File: src/hw/sfam_defines.vh
`ifndef SFAM_DEFINES_VH
`define SFAM_DEFINES_VH

// ----------------------------------------
// register offsets
// ----------------------------------------
`define SFAM_REG_SYSTEM      8'h00
`define SFAM_REG_SERIAL_FMT  8'h02
`define SFAM_REG_RSVD_THREE  8'h03
`define SFAM_REG_SIL_TIME    8'h04
`define SFAM_REG_SIL_THRESH  8'h05

// ----------------------------------------
// field positions
// ----------------------------------------
`define SFAM_SOFT_RESET_BIT  0
`define SFAM_RESP_MSB        7
`define SFAM_RESP_LSB        6
`define SFAM_WIDTH_MSB       5
`define SFAM_WIDTH_LSB       4
`define SFAM_CPW_MSB         3
`define SFAM_CPW_LSB         2
`define SFAM_FMT_MSB         1
`define SFAM_FMT_LSB         0
`define SFAM_THRESH_MSB      6

// ----------------------------------------
// reset values
// ----------------------------------------
`define SFAM_RESP_RST        2'h0
`define SFAM_WIDTH_RST       2'h3
`define SFAM_CPW_RST         2'h3
`define SFAM_FMT_RST         2'h0
`define SFAM_SIL_TIME_RST    8'h00
`define SFAM_THRESH_RST      7'h68

// ----------------------------------------
// encodings
// ----------------------------------------
`define SFAM_RESP_NONE       2'h0
`define SFAM_RESP_MUTE       2'h1
`define SFAM_RESP_RAMP       2'h2
`define SFAM_RESP_MUTE_RAMP  2'h3
`define SFAM_LEN_16          2'h0
`define SFAM_LEN_24          2'h1
`define SFAM_FMT_I2S         2'h0
`define SFAM_FMT_LJ          2'h1

// ----------------------------------------
// silence timing and level scaling
// ----------------------------------------
`define SFAM_SIL_LIMIT       22'h1fff00
`define SFAM_DB_MUL          8'h55
`define SFAM_DB_SHIFT        9
`define SFAM_FULL_SCALE      32'h80000000

`endif

File: src/hw/sfam_top.v
`timescale 1ns/1ns
`include "sfam_defines.vh"

// What this block does
// - response 11: mute, then ramp outputs to ground
// - response 10: ramp to ground, no mute
// - response 01: mute only, no ramp
// - response resets 00: no silence action
// - width field: 32/32/24/16 bits, resets 11
// - clocks per word field: 32/32/24/16, resets 11
// - format field: RJ, LJ, I2S; resets I2S
// - silence after 2096896/(duration*rate) seconds
// - duration resets zero; zero disables detection
// - 7-bit threshold in dB, resets 104
// - silence needs low level for full duration
// - software restart bit restores field defaults
module sfam_top #(
  parameter [6:0]  DEV_ADDR  = 7'h48,
  parameter [21:0] SIL_LIMIT = `SFAM_SIL_LIMIT
) (
  input  wire        clk,
  input  wire        rst_b,
  input  wire        sclIn,
  input  wire        sdaIn,
  output wire        sdaOut,
  output wire        sdaOe,
  input  wire        bitClkIn,
  input  wire        lrClkIn,
  input  wire        serDataIn,
  output reg  [31:0] sampleLeft_q,
  output reg  [31:0] sampleRight_q,
  output reg         sampleValid_q,
  output reg         silenceActive_q,
  output reg         muteAll_q,
  output reg         rampToGround_q
);

  // ----------------------------------------
  // register access
  // ----------------------------------------
  wire [7:0] regAddr;
  wire [7:0] wrData;
  wire       wrEn;
  reg  [7:0] rdData;

  sfam_i2c_slave #(
    .DEV_ADDR (DEV_ADDR)
  ) u_i2c (
    .clk     (clk),
    .rst_b   (rst_b),
    .sclIn   (sclIn),
    .sdaIn   (sdaIn),
    .sdaOe   (sdaOe),
    .regAddr (regAddr),
    .wrData  (wrData),
    .wrEn    (wrEn),
    .rdData  (rdData)
  );

  // open drain: only ever pulls low
  assign sdaOut = 1'b0;

  reg [1:0] respMode_q;
  reg [1:0] wordWidth_q;
  reg [1:0] clocksPerWord_q;
  reg [1:0] frameFormat_q;
  reg [7:0] silTime_q;
  reg [6:0] silThresh_q;

  wire softRestart = wrEn && regAddr == `SFAM_REG_SYSTEM && wrData[`SFAM_SOFT_RESET_BIT];

  always @(posedge clk or negedge rst_b) begin
    if (!rst_b) begin
      respMode_q      <= `SFAM_RESP_RST;
      wordWidth_q     <= `SFAM_WIDTH_RST;
      clocksPerWord_q <= `SFAM_CPW_RST;
      frameFormat_q   <= `SFAM_FMT_RST;
      silTime_q       <= `SFAM_SIL_TIME_RST;
      silThresh_q     <= `SFAM_THRESH_RST;
    end else if (softRestart) begin
      respMode_q      <= `SFAM_RESP_RST;
      wordWidth_q     <= `SFAM_WIDTH_RST;
      clocksPerWord_q <= `SFAM_CPW_RST;
      frameFormat_q   <= `SFAM_FMT_RST;
      silTime_q       <= `SFAM_SIL_TIME_RST;
      silThresh_q     <= `SFAM_THRESH_RST;
    end else if (wrEn) begin
      case (regAddr)
        `SFAM_REG_SERIAL_FMT: begin
          respMode_q      <= wrData[`SFAM_RESP_MSB:`SFAM_RESP_LSB];
          wordWidth_q     <= wrData[`SFAM_WIDTH_MSB:`SFAM_WIDTH_LSB];
          clocksPerWord_q <= wrData[`SFAM_CPW_MSB:`SFAM_CPW_LSB];
          frameFormat_q   <= wrData[`SFAM_FMT_MSB:`SFAM_FMT_LSB];
        end
        `SFAM_REG_SIL_TIME: begin
          silTime_q <= wrData;
        end
        `SFAM_REG_SIL_THRESH: begin
          silThresh_q <= wrData[`SFAM_THRESH_MSB:0];
        end
        default: begin
        end
      endcase
    end
  end

  always @* begin
    case (regAddr)
      `SFAM_REG_SERIAL_FMT: rdData = {respMode_q, wordWidth_q, clocksPerWord_q, frameFormat_q};
      `SFAM_REG_SIL_TIME:   rdData = silTime_q;
      `SFAM_REG_SIL_THRESH: rdData = {1'b0, silThresh_q};
      default:              rdData = 8'h00;
    endcase
  end

  // ----------------------------------------
  // serial input sampling
  // ----------------------------------------
  reg [1:0] bclkSync;
  reg [1:0] lrSync;
  reg [1:0] sdSync;
  reg       bclkP;
  reg       lrP;
  reg [5:0] bitCnt_q;
  reg [31:0] shift_q;

  wire bclkRise = bclkSync[1] & ~bclkP;
  wire lrNow    = lrSync[1];

  // slot and word lengths in bits
  function [5:0] lenBits;
    input [1:0] code;
    begin
      case (code)
        `SFAM_LEN_16: lenBits = 6'd16;
        `SFAM_LEN_24: lenBits = 6'd24;
        default:      lenBits = 6'd32;
      endcase
    end
  endfunction

  wire [5:0] slotLen  = lenBits(clocksPerWord_q);
  wire [5:0] wordLen  = lenBits(wordWidth_q);
  wire       isI2s    = frameFormat_q == `SFAM_FMT_I2S;
  wire       isLj     = frameFormat_q == `SFAM_FMT_LJ;
  // i2s data trails the word-select change by one bit clock
  wire [5:0] capIdx   = isI2s ? slotLen : slotLen - 6'd1;
  // an i2s word ends on the next word-select change, so it belongs to the previous half
  wire       leftHalf = isI2s ? ~lrP : lrNow;
  wire       lrEdge   = lrNow ^ lrP;
  wire [31:0] nextShift = {shift_q[30:0], sdSync[1]};

  // ----------------------------------------
  // word extraction and level check
  // ----------------------------------------
  wire [5:0]  padBits  = (wordLen > slotLen) ? 6'd0 : slotLen - wordLen;
  wire [31:0] slotMask = (slotLen == 6'd32) ? 32'hffffffff : ((32'h00000001 << slotLen) - 32'h00000001);
  wire [31:0] slotBits = nextShift & slotMask;
  wire [31:0] rawWord  = (isI2s || isLj) ? (slotBits >> padBits) : slotBits;
  wire [31:0] aligned  = rawWord << (6'd32 - wordLen);
  wire [31:0] magnitude = aligned[31] ? ~aligned : aligned;
  wire [13:0] dbProd   = silThresh_q * `SFAM_DB_MUL;
  wire [4:0]  dbShift  = dbProd[13:`SFAM_DB_SHIFT];
  wire [31:0] levelLim = `SFAM_FULL_SCALE >> dbShift;
  wire        wordQuiet = magnitude < levelLim;
  wire        capture  = bclkRise && (isI2s || !lrEdge) && bitCnt_q == capIdx;

  always @(posedge clk or negedge rst_b) begin
    if (!rst_b) begin
      bclkSync      <= 2'h0;
      lrSync        <= 2'h0;
      sdSync        <= 2'h0;
      bclkP         <= 1'b0;
      lrP           <= 1'b0;
      bitCnt_q      <= 6'h00;
      shift_q       <= 32'h00000000;
      sampleLeft_q  <= 32'h00000000;
      sampleRight_q <= 32'h00000000;
      sampleValid_q <= 1'b0;
    end else begin
      bclkSync      <= {bclkSync[0], bitClkIn};
      lrSync        <= {lrSync[0], lrClkIn};
      sdSync        <= {sdSync[0], serDataIn};
      bclkP         <= bclkSync[1];
      sampleValid_q <= 1'b0;
      if (bclkRise) begin
        lrP     <= lrNow;
        shift_q <= nextShift;
        if (lrEdge) begin
          bitCnt_q <= 6'h01;
        end else if (bitCnt_q != 6'h3f) begin
          bitCnt_q <= bitCnt_q + 6'h01;
        end
      end
      if (capture) begin
        if (leftHalf) begin
          sampleLeft_q <= aligned;
        end else begin
          sampleRight_q <= aligned;
          sampleValid_q <= 1'b1;
        end
      end
    end
  end

  // ----------------------------------------
  // silence timer and response
  // ----------------------------------------
  localparam [1:0] RSP_IDLE = 2'h0;
  localparam [1:0] RSP_MUTE = 2'h1;
  localparam [1:0] RSP_RAMP = 2'h2;

  reg [21:0] silAcc_q;
  reg [21:0] silAcc_d;
  reg        frameQuiet_q;
  reg [1:0]  rspState_q;

  always @* begin
    silAcc_d = silAcc_q;
    if (capture) begin
      if (!wordQuiet || silTime_q == 8'h00) begin
        silAcc_d = 22'h000000;
      end else if (!leftHalf && frameQuiet_q && silAcc_q < SIL_LIMIT) begin
        // one step of the duration per frame: silence after limit/duration frames
        silAcc_d = silAcc_q + {14'h0000, silTime_q};
      end
    end
  end

  always @(posedge clk or negedge rst_b) begin
    if (!rst_b) begin
      silAcc_q        <= 22'h000000;
      frameQuiet_q    <= 1'b1;
      silenceActive_q <= 1'b0;
      rspState_q      <= RSP_IDLE;
      muteAll_q       <= 1'b0;
      rampToGround_q  <= 1'b0;
    end else begin
      silAcc_q <= silAcc_d;
      if (capture && leftHalf) begin
        frameQuiet_q <= wordQuiet;
      end
      if (silTime_q == 8'h00) begin
        silenceActive_q <= 1'b0;
      end else if (capture && !wordQuiet) begin
        silenceActive_q <= 1'b0;
      end else if (silAcc_q >= SIL_LIMIT) begin
        silenceActive_q <= 1'b1;
      end
      case (rspState_q)
        RSP_IDLE: begin
          muteAll_q      <= 1'b0;
          rampToGround_q <= 1'b0;
          if (silenceActive_q) begin
            if (respMode_q == `SFAM_RESP_MUTE || respMode_q == `SFAM_RESP_MUTE_RAMP) begin
              muteAll_q  <= 1'b1;
              rspState_q <= RSP_MUTE;
            end else if (respMode_q == `SFAM_RESP_RAMP) begin
              rampToGround_q <= 1'b1;
              rspState_q     <= RSP_RAMP;
            end
          end
        end
        RSP_MUTE: begin
          if (!silenceActive_q || respMode_q == `SFAM_RESP_NONE) begin
            muteAll_q  <= 1'b0;
            rspState_q <= RSP_IDLE;
          end else if (respMode_q == `SFAM_RESP_MUTE_RAMP) begin
            rampToGround_q <= 1'b1;
            rspState_q     <= RSP_RAMP;
          end
        end
        RSP_RAMP: begin
          if (!silenceActive_q || respMode_q == `SFAM_RESP_NONE || respMode_q == `SFAM_RESP_MUTE) begin
            muteAll_q      <= 1'b0;
            rampToGround_q <= 1'b0;
            rspState_q     <= RSP_IDLE;
          end
        end
        default: begin
          rspState_q <= RSP_IDLE;
        end
      endcase
    end
  end

endmodule // sfam_top

File: src/hw/sfam_i2c_slave.v
`timescale 1ns/1ns
module sfam_i2c_slave #(
  parameter [6:0] DEV_ADDR = 7'h48
) (
  input  wire       clk,
  input  wire       rst_b,
  input  wire       sclIn,
  input  wire       sdaIn,
  output reg        sdaOe,
  output reg  [7:0] regAddr,
  output reg  [7:0] wrData,
  output reg        wrEn,
  input  wire [7:0] rdData
);

  // ----------------------------------------
  // states
  // ----------------------------------------
  localparam [2:0] ST_IDLE = 3'h0;
  localparam [2:0] ST_ADDR = 3'h1;
  localparam [2:0] ST_ACK  = 3'h2;
  localparam [2:0] ST_WR   = 3'h3;
  localparam [2:0] ST_RD   = 3'h4;
  localparam [2:0] ST_RACK = 3'h5;

  reg [1:0] sclSync;
  reg [1:0] sdaSync;
  reg       sclP;
  reg       sdaP;
  reg [2:0] state;
  reg [3:0] bitCnt;
  reg [7:0] shReg;
  reg [7:0] txByte;
  reg       readMode;
  reg       ptrLoaded;

  wire sclS    = sclSync[1];
  wire sdaS    = sdaSync[1];
  wire sclRise = sclS & ~sclP;
  wire sclFall = ~sclS & sclP;
  wire startC  = sclS & sdaP & ~sdaS;
  wire stopC   = sclS & ~sdaP & sdaS;

  always @(posedge clk or negedge rst_b) begin
    if (!rst_b) begin
      sclSync   <= 2'h3;
      sdaSync   <= 2'h3;
      sclP      <= 1'b1;
      sdaP      <= 1'b1;
      state     <= ST_IDLE;
      bitCnt    <= 4'h0;
      shReg     <= 8'h00;
      txByte    <= 8'h00;
      readMode  <= 1'b0;
      ptrLoaded <= 1'b0;
      sdaOe     <= 1'b0;
      regAddr   <= 8'h00;
      wrData    <= 8'h00;
      wrEn      <= 1'b0;
    end else begin
      sclSync <= {sclSync[0], sclIn};
      sdaSync <= {sdaSync[0], sdaIn};
      sclP    <= sclS;
      sdaP    <= sdaS;
      wrEn    <= 1'b0;
      if (startC) begin
        state     <= ST_ADDR;
        bitCnt    <= 4'h0;
        ptrLoaded <= 1'b0;
        sdaOe     <= 1'b0;
      end else if (stopC) begin
        state <= ST_IDLE;
        sdaOe <= 1'b0;
      end else begin
        case (state)
          ST_ADDR, ST_WR: begin
            if (sclRise && bitCnt != 4'h8) begin
              shReg  <= {shReg[6:0], sdaS};
              bitCnt <= bitCnt + 4'h1;
            end else if (sclFall && bitCnt == 4'h8) begin
              bitCnt <= 4'h0;
              if (state == ST_ADDR) begin
                if (shReg[7:1] == DEV_ADDR) begin
                  readMode <= shReg[0];
                  sdaOe    <= 1'b1;
                  state    <= ST_ACK;
                end else begin
                  state <= ST_IDLE;
                end
              end else begin
                sdaOe    <= 1'b1;
                state    <= ST_ACK;
                readMode <= 1'b0;
                if (!ptrLoaded) begin
                  regAddr   <= shReg;
                  ptrLoaded <= 1'b1;
                end else begin
                  wrData <= shReg;
                  wrEn   <= 1'b1;
                end
              end
            end
          end
          ST_ACK: begin
            if (sclFall) begin
              if (readMode) begin
                txByte <= rdData;
                sdaOe  <= ~rdData[7];
                state  <= ST_RD;
              end else begin
                sdaOe <= 1'b0;
                state <= ST_WR;
              end
            end
            // wrEn is high only in the first cycle of the ack, after the write used the old pointer
            if (wrEn) begin
              regAddr <= regAddr + 8'h01;
            end
          end
          ST_RD: begin
            if (sclFall) begin
              if (bitCnt == 4'h7) begin
                bitCnt <= 4'h0;
                sdaOe  <= 1'b0;
                state  <= ST_RACK;
              end else begin
                bitCnt <= bitCnt + 4'h1;
                txByte <= {txByte[6:0], 1'b0};
                sdaOe  <= ~txByte[6];
              end
            end
          end
          ST_RACK: begin
            if (sclRise) begin
              if (sdaS) begin
                state <= ST_IDLE;
              end else begin
                regAddr <= regAddr + 8'h01;
                state   <= ST_ACK;
              end
            end
          end
          default: begin
            state <= ST_IDLE;
          end
        endcase
      end
    end
  end

endmodule // sfam_i2c_slave

File: config.mk
export PLATFORM = sky130hd
export DESIGN_NAME = sfam_top
export DESIGN_NICKNAME = d
export VERILOG_FILES = /design/src/hw/sfam_top.v /design/src/hw/sfam_i2c_slave.v
export VERILOG_INCLUDE_DIRS = /design/src /design/src/hw
export SDC_FILE = /design/constraint.sdc
export NUM_CORES = 1
export LEC_CHECK = 0
export ABC_AREA = 1
export BUFFER_PORTS_ARGS = -buffer_cell sky130_fd_sc_hd__clkbuf_2
export CORE_MARGIN = 1
export CORE_UTILIZATION = 25
export CTS_BUF_LIST = sky130_fd_sc_hd__clkbuf_4 sky130_fd_sc_hd__clkbuf_8 sky130_fd_sc_hd__clkbuf_16
export DETAILED_ROUTE_END_ITERATION = 8
export MAX_ROUTING_LAYER = met4
export SETUP_SLACK_MARGIN = 0.3
export SYNTH_ARGS = -nofsm -noshare
export SYNTH_HDL_FRONTEND = slang
export SYNTH_SLANG_ARGS = --single-unit
File: constraint.sdc
create_clock -name clk -period 11.8 [get_ports clk]
set_input_delay 0.59 -clock clk [delete_from_list [all_inputs] [get_ports clk]]
set_output_delay 0.59 -clock clk [all_outputs]
set_load 0.02 [all_outputs]
==> results of run 1 <==
cells in the final DEF, fill, tap and decap left out, types with 4 or more instances in the layout:
cell,n
o22ai_1,6
buf_4,6
inv_1,179
clkbuf_2,74
o211ai_1,6
o21ai_0,209
dfrtp_1,195
clkbuf_16,25
o21bai_1,4
dfstp_2,14
ha_1,79
nand2_1,378
fa_1,8
nand4_1,14
xor2_1,52
a211oi_1,7
nand3_1,90
nand2_2,10
a21oi_1,51
nor3_1,25
xnor2_1,5
inv_2,6
nor2_4,11
a31oi_1,5
nor2_1,106
nor4_1,6
a22oi_1,21
registers in the layout, summed over array words and instances (netlist names), 3 cells and up:
name / count
u_i2c.bitCnt: 4
bitCnt_q: 6
u_i2c.shReg: 8
u_i2c.wrData: 8
silTime_q: 8
shift_q: 31
silThresh_q: 7
u_i2c.txByte: 7
u_i2c.state: 3
sampleRight_q: 32
u_i2c.regAddr: 8
silAcc_q: 22
sampleLeft_q: 32
final timing paths:
path / from / end / slack (ns) / cells after the start
max: wordWidth_q[1] / silAcc_q[4] / 5.86 / 18
min: rst_b / bitCnt_q[2] / 0.005 / 1
max reg2reg: wordWidth_q[1] / silAcc_q[4] / 5.86 / 18
min reg2reg: sdSync[0] / sdSync[1] / 0.34 / 0
max in group asynchronous: rst_b / sampleLeft_q[14] / 10.45 / 2
min in group clk: sdaIn / u_i2c.sdaSync[0] / 0.14 / 1
Yosys cell counts (2+ instances only):
cell      count  area [sq um]
nand2_4       2         22.52
ha_1         79         988.5
o21bai_1      4         30.03
o22ai_1       6         37.54
o21ai_0     209          1046
nor4_1        6         37.54
xnor2_1       5         43.79
nor2_4       11         123.9
nand2_2       9         56.30
o221ai_1      3         26.28
and2_1        2         12.51
inv_2         6         22.52
dfstp_2      14         367.9
buf_1         4         15.01
o211ai_1      6         45.04
nand4_1      14         87.58
nor3_1       25         125.1
nor2_1      107         401.6
clkinv_1      2         7.510
xor2_1       52         455.4
and3_1        2         12.51
nand3_4       2         35.03
a31oi_1       5         31.28
nand3b_1      2         15.01
o31ai_1       3         22.52
a21oi_1      51         255.2
nand2_1     379          1423
dfrtp_1     195          4880
fa_1          8         160.2
a211oi_1      7         52.55
inv_1       179         671.9
o21ai_1       3         15.01
clkbuf_1     42         157.7
a22oi_1      21         157.7
o41ai_1       2         17.52
or2_2         3         18.77
nand3_1      90         450.4
inv_4         2         12.51
buf_6         3         33.78
through the flow:
step / worst slack, ns / utilization (%) / power [W] / std cells
after global routing: 5.458 / 28.96 / 0.001867 / 2335
after global placement: 6.024 / 27.37 / 0.001020 / 2294
after floorplan: 6.786 / - / 0.0009449 / 1593
final: 5.861 / 28.96 / 0.001774 / 2335
after CTS: 5.885 / 28.96 / 0.001801 / 2335
after detailed placement: 5.887 / 27.37 / 0.001025 / 2294
worst max-delay path, delay by kind of cell (launching register included):
kind                       cells  cell delay, ns
and+or+nand+nor                6            1.47
xor gates and xnor gates       1            0.15
adders and majority gates      2            1.02
AOI/OAI and AO/OA              7            1.81
buffers and inverters          2            0.63
DFF                            1            0.74
final cells by class:
cell class                 instances  share of cell area, %
tap                              672                  5.798
timing repair buffer              81                  2.968
clock inverter                    12                 0.9405
multi-input combinational       1143                  44.62
clock buffer                      29                  4.564
inverter                         189                  4.927
sequential                       209                  36.19
power groups by stage:
stage / Sequential, W / Clock [W] / Combinational [W]
after CTS: 0.000766 / 0.000787 / 0.000248
after detailed placement: 0.000778 / 0 / 0.000247
after floorplan: 0.000773 / 0 / 0.000172
after global routing: 0.000770 / 0.000815 / 0.000283
final: 0.000767 / 0.000763 / 0.000245
after global placement: 0.000778 / 0 / 0.000241
kinds of logic (layout without fill, tap and decap cells):
family / after synthesis / count (layout) / share of synthesized area (%)
AO/OA/AOI/OAI: 331 / 331 / 14.58
XOR/XNOR: 57 / 57 / 3.943
adder cells (fa/ha/maj): 87 / 87 / 9.072
buffers and inverters: 241 / 311 / 7.491
flip-flops: 209 / 209 / 41.45
multiplexers: 1 / 1 / 0.07906
other: 1 / 1 / 0.02962
AND/OR/NAND/NOR: 666 / 666 / 23.36
per-layer routing:
layer	routed length, um	vias to the layer above	global-route usage [%]
met4	829	0	3.875
met2	15400	292	21.32
li1	-	5372	-
met5	0	-	-
met3	1727	53	2.091
met1	15260	5157	17.58
==> impl_metrics.json, run 1 <==
{
  "cts_buffers": 25,
  "drv_cap": 0,
  "clk_latency_ns": 0.54,
  "crit_top_cell": "o21ai_0",
  "syn_avg_cell_area_sq_um": 7.948,
  "start_util_pct": 25.29,
  "hold_violations": 0,
  "synth_nets": 1687,
  "drt_first_pass_iters": 7,
  "fin_area_sq_mm": 0.01450,
  "port_buffers": 75,
  "crit_type": "flop to flop",
  "post_cts_buffers": 0,
  "gr-total-overflow": 0,
  "regArea_sq_mm": 0.005248,
  "cts.sinks": 209,
  "wl_um": 33220,
  "p_per_area_mw_per_mm2": 122.3,
  "cts_resized": 0,
  "startpoint_type": "flop",
  "worstPathCellList": "clkinv_1 > fa_1 > nand2_2 > or2_0 > o21ai_0 > a22oi_1 > inv_1 > o21ai_0 > xor2_1 > ha_1 > a21oi_1 > o21ai_0 > nand2_1 > o211ai_1 > a211oi_2 > nand4_1 > nand3_1 > nand2_1",
  "viasPerCell": 4.657,
  "die_area_sq_mm": 0.05155,
  "vias": 10870,
  "drt_iter0_drc": 863,
  "arrival_ns": 6.36,
  "tightest_slew_ns": 1.169,
  "finalSetupViolCount": 0,
  "rsz0062_at_grt": "false",
  "clockBufferDepth": 3,
  "drtAntennaViolNets": 0,
  "p_int_w": 0.001274,
  "hold_ws_ns": 0.004822,
  "cts_hold_buf": 0,
  "drv_slew": 0,
  "slew_headroom_pct": 21.46,
  "period_needed_ns": 5.939,
  "die_y_um": 227.0,
  "fillCellCount": 5418,
  "fin_crit_sh_pct": 50.33,
  "pwr-share-seq_pct": 43.2,
  "post_drt_wl_per_cell_um": 14.23,
  "antenna_found_initial": 0,
  "place_congestion": 0.9432,
  "dpl_cell_area_sq_mm": 0.01370,
  "synth_area_sq_mm": 0.01266,
  "hold_path_class": "input port to asynchronous set/reset pin",
  "drc": 0,
  "async_flop_share_pct": 100.0,
  "root_buffer": "clkbuf_16",
  "critPathMaxStageDelay_ns": 0.74,
  "combPwrFrac_pct": 13.8,
  "leakagePower_nw": 6.795,
  "core-area_sq_mm": 0.05007,
  "cts_tree": "built",
  "htree_num_levels": 1,
  "switchingPower_w": 0.0005001,
  "crit_fanout": 24,
  "grt.total_usage_pct": 13.41,
  "synthFlopType": "dfrtp_1",
  "pwr-share-clk_pct": 43.0,
  "finalClockSkew_ns": 0.01240,
  "yosysSeqAreaShare_pct": 41.45,
  "grt_pass1_wl_um": 54600,
  "yosysWarnings": 0,
  "synthCells": 1593,
  "irDropWorstVdd_uv": 99.13,
  "io_pins": 77,
  "first_global_vias": 10400,
  "ys_seq_elements": 209,
  "yosysUniqueCellTypes": 67,
  "critical_path.endpoint_type": "flop",
  "p_sw_share_pct": 28.19,
  "dpl.hpwl_um": 24910,
  "syn_to_final_growth_pct": 14.54,
  "grt_max_degree": 76,
  "clkTransAtPathRegs_ns": 0.06,
  "antenna_cells": 0,
  "rows": 82,
  "cp.required_ns": 12.22,
  "fin_nets": 1743,
  "fp.dieW_um": 227.0,
  "finalSetupTns_ns": 0,
  "fmaxAchievable_mhz": 168.4,
  "synth-edff-count": 0,
  "drive_gt1_share_pct": 11.18,
  "cp_slowest_cell": "dfstp_2",
  "multi_input_area_sq_mm": 0.006470,
  "status": "completed"
}
Note: power is estimated with default switching activity, not from simulation.
==> inputs of run 2 (changes only) <==
clock period = 6.13 ns   (was 11.8 ns; I/O delays follow)
==> run 2 against run 1 <==
Compared with the run above: maximum frequency increased by 11%; total power increased by 100%; utilization increased by 0.50 points; cell area increased by 1.7%; global-route usage decreased by 0.15 points; clock power increased by 110%; clock skew increased by 0.017 ns; hold slack improved by 0.33 ns; via count about the same; sequential power increased by 93%; first-iteration DRC count increased by 4.3%; count of clock-buffer cells in the layout increased by 1; critical path type unchanged.
==> impl_metrics.json, run 2 (same netlist as run 1, synthesis figures left out) <==
{
  "status": "completed",
  "antenna_cells": 0,
  "leakagePower_nw": 6.920,
  "combPwrFrac_pct": 13.6,
  "drv_cap": 0,
  "finalClockSkew_ns": 0.02964,
  "viasPerCell": 4.615,
  "regArea_sq_mm": 0.005248,
  "fin_crit_sh_pct": 86.96,
  "drc": 0,
  "final_common_cell": "nand2_1",
  "reg_top3": "sampleLeft_q x32, sampleRight_q x32, shift_q x31",
  "startpoint_type": "flop",
  "tightest_slew_ns": 1.219,
  "drtAntennaViolNets": 0,
  "drt_first_pass_iters": 5,
  "fin_nets": 1759,
  "wl_um": 32820,
  "syn_to_final_growth_pct": 16.51,
  "wl_met2_um": 14850,
  "p_per_area_mw_per_mm2": 241.0,
  "drt_iter0_drc": 900,
  "hold-path-cell-count": 0,
  "wl_met3_um": 1824,
  "antenna_found_initial": 0,
  "place_congestion": 0.9067,
  "cts_tree": "built",
  "die_area_sq_mm": 0.05155,
  "r2r-end": "silAcc_q[21]",
  "slew_headroom_pct": 18.10,
  "clkTransAtPathRegs_ns": 0.06,
  "crit_fanout": 15,
  "start_util_pct": 25.29,
  "io_pins": 77,
  "period_needed_ns": 5.331,
  "cts.sinks": 209,
  "finalSetupTns_ns": 0,
  "hold_ws_ns": 0.3354,
  "grt.total_usage_pct": 13.26,
  "worstHoldStart": "lrSync[0]",
  "hold_path_class": "flop to flop",
  "p_int_w": 0.002579,
  "dpl.hpwl_um": 24330,
  "highest_layer": "met4",
  "first_global_vias": 10290,
  "post_drt_wl_per_cell_um": 13.93,
  "min_to": "lrSync[1]",
  "pwr-share-clk_pct": 44.8,
  "drv_slew": 0,
  "p_sw_share_pct": 27.44,
  "fillCellCount": 5387,
  "clk_latency_ns": 0.54,
  "met1_length_um": 15420,
  "port_buffers": 75,
  "finalSetupViolCount": 0,
  "rsz0062_at_grt": "false",
  "drive_gt1_share_pct": 12.06,
  "root_buffer": "clkbuf_16",
  "core-area_sq_mm": 0.05007,
  "htree_num_levels": 1,
  "switchingPower_w": 0.0009755,
  "gr-total-overflow": 0,
  "timing.rr.start": "silThresh_q[3]",
  "clockBufferDepth": 3,
  "vias": 10870,
  "die_y_um": 227.0,
  "fmaxAchievable_mhz": 187.6,
  "r2r_cells": 27,
  "grt_max_degree": 109,
  "pwr-share-seq_pct": 41.5,
  "cts_buffers": 25,
  "arrival_ns": 5.78,
  "irDropWorstVdd_uv": 184.2,
  "fp.dieW_um": 227.0,
  "cp.required_ns": 6.57,
  "final_cell_mix": "377 x nand2_1, 209 x o21ai_0, 195 x dfrtp_1",
  "rows": 82,
  "reg2reg_slack_ns": 0.80,
  "multi_input_area_sq_mm": 0.006490,
  "grt_pass1_wl_um": 53890,
  "critical_path.endpoint_type": "flop",
  "crit_type": "flop to flop",
  "hold_violations": 0
}
==> run 2: changes by cell type in the layout (fill, tap and decap cells not counted), sizes merged <==
cell         before  now
inv             189  192
clkinv            7    6
bufinv            2    4
dlygate4sd3       0    6
clkinvlp          3    2
clkbuf          103  104
buf               7   17
==> run 2: stage by stage <==
stage	utilization [%]	std cells	power (W)	setup slack, ns	instance area [sq um]
after floorplan	-	1593	0.001819	1.116	12660
after global placement	27.47	2301	0.001964	0.7922	13760
after detailed placement	27.47	2301	0.001975	0.6027	13760
after CTS	29.38	2352	0.003608	0.5867	14710
after global routing	29.46	2355	0.003737	0.3315	14750
final	29.46	2355	0.003555	0.7993	14750
==> run 2: power by group through the flow <==
stage          Sequential, W  Clock [W]  Combinational (W)
2_1_floorplan        0.00149          0           0.000331
3_3_place_gp         0.00150          0           0.000465
3_5_place_dp         0.00150          0           0.000476
4_1_cts              0.00148    0.00165           0.000482
5_1_grt              0.00148    0.00170           0.000559
6_report             0.00148    0.00159           0.000485
==> run 2: worst max-delay path by stage <==
stage | depth (start not counted) | from | end | slack, ns
2_1_floorplan | 28 | silThresh_q[3] | silAcc_q[18] | 1.12
3_3_place_gp | 24 | silThresh_q[3] | silAcc_q[5] | 0.79
3_5_place_dp | 25 | silThresh_q[3] | silAcc_q[21] | 0.60
4_1_cts | 25 | silThresh_q[3] | silAcc_q[21] | 0.59
5_1_grt | 28 | silThresh_q[3] | silAcc_q[21] | 0.33
6_report | 27 | silThresh_q[3] | silAcc_q[21] | 0.80
==> run 2: final cells by class <==
cell class	instances	area share [%]
Timing Repair Buffer	97	3.834
Inverter	189	4.843
Sequential cell	209	35.57
Clock inverter	15	1.391
Tap cell	672	5.700
Multi-Input combinational cell	1143	44.00
Clock buffer	30	4.665
==> run 2: what timing repair did <==
| item | in CTS | in global routing |
|---|---|---|
| resized for setup | 0 | 4 |
| setup endpoints to repair | 0 | 21 |
| hold endpoints to repair | 104 | 0 |
| hold buffers | 6 | 0 |
| setup buffers | 0 | 3 |
==> run 2: critical path: stages, from the launching register on <==
cell	delay, ns
dfstp_2	0.56
ha_1	0.25
inv_1	0.08
fa_1	0.46
fa_1	0.55
inv_1	0.04
ha_1	0.33
nand2_1	0.13
inv_1	0.05
nand2_1	0.10
nand2_1	0.08
nand2_1	0.08
nand3_1	0.07
nand2_1	0.06
nand2_1	0.18
inv_1	0.39
nand3_1	0.17
ha_1	0.32
a21oi_1	0.14
nor2_1	0.05
a211oi_1	0.19
o221a_2	0.24
nand2_2	0.09
nand2_4	0.10
nand3_4	0.15
nand2_8	0.14
inv_4	0.13
nor2_1	0.13
==> run 2: routing by layer <==
| metal | GRT usage, % | vias to the layer above |
|---|---|---|
| met4 | 3.464 | 0 |
| met3 | 2.336 | 57 |
| met1 | 17.56 | 5129 |
| met2 | 20.81 | 275 |
| li1 | - | 5407 |
| met5 | - | - |
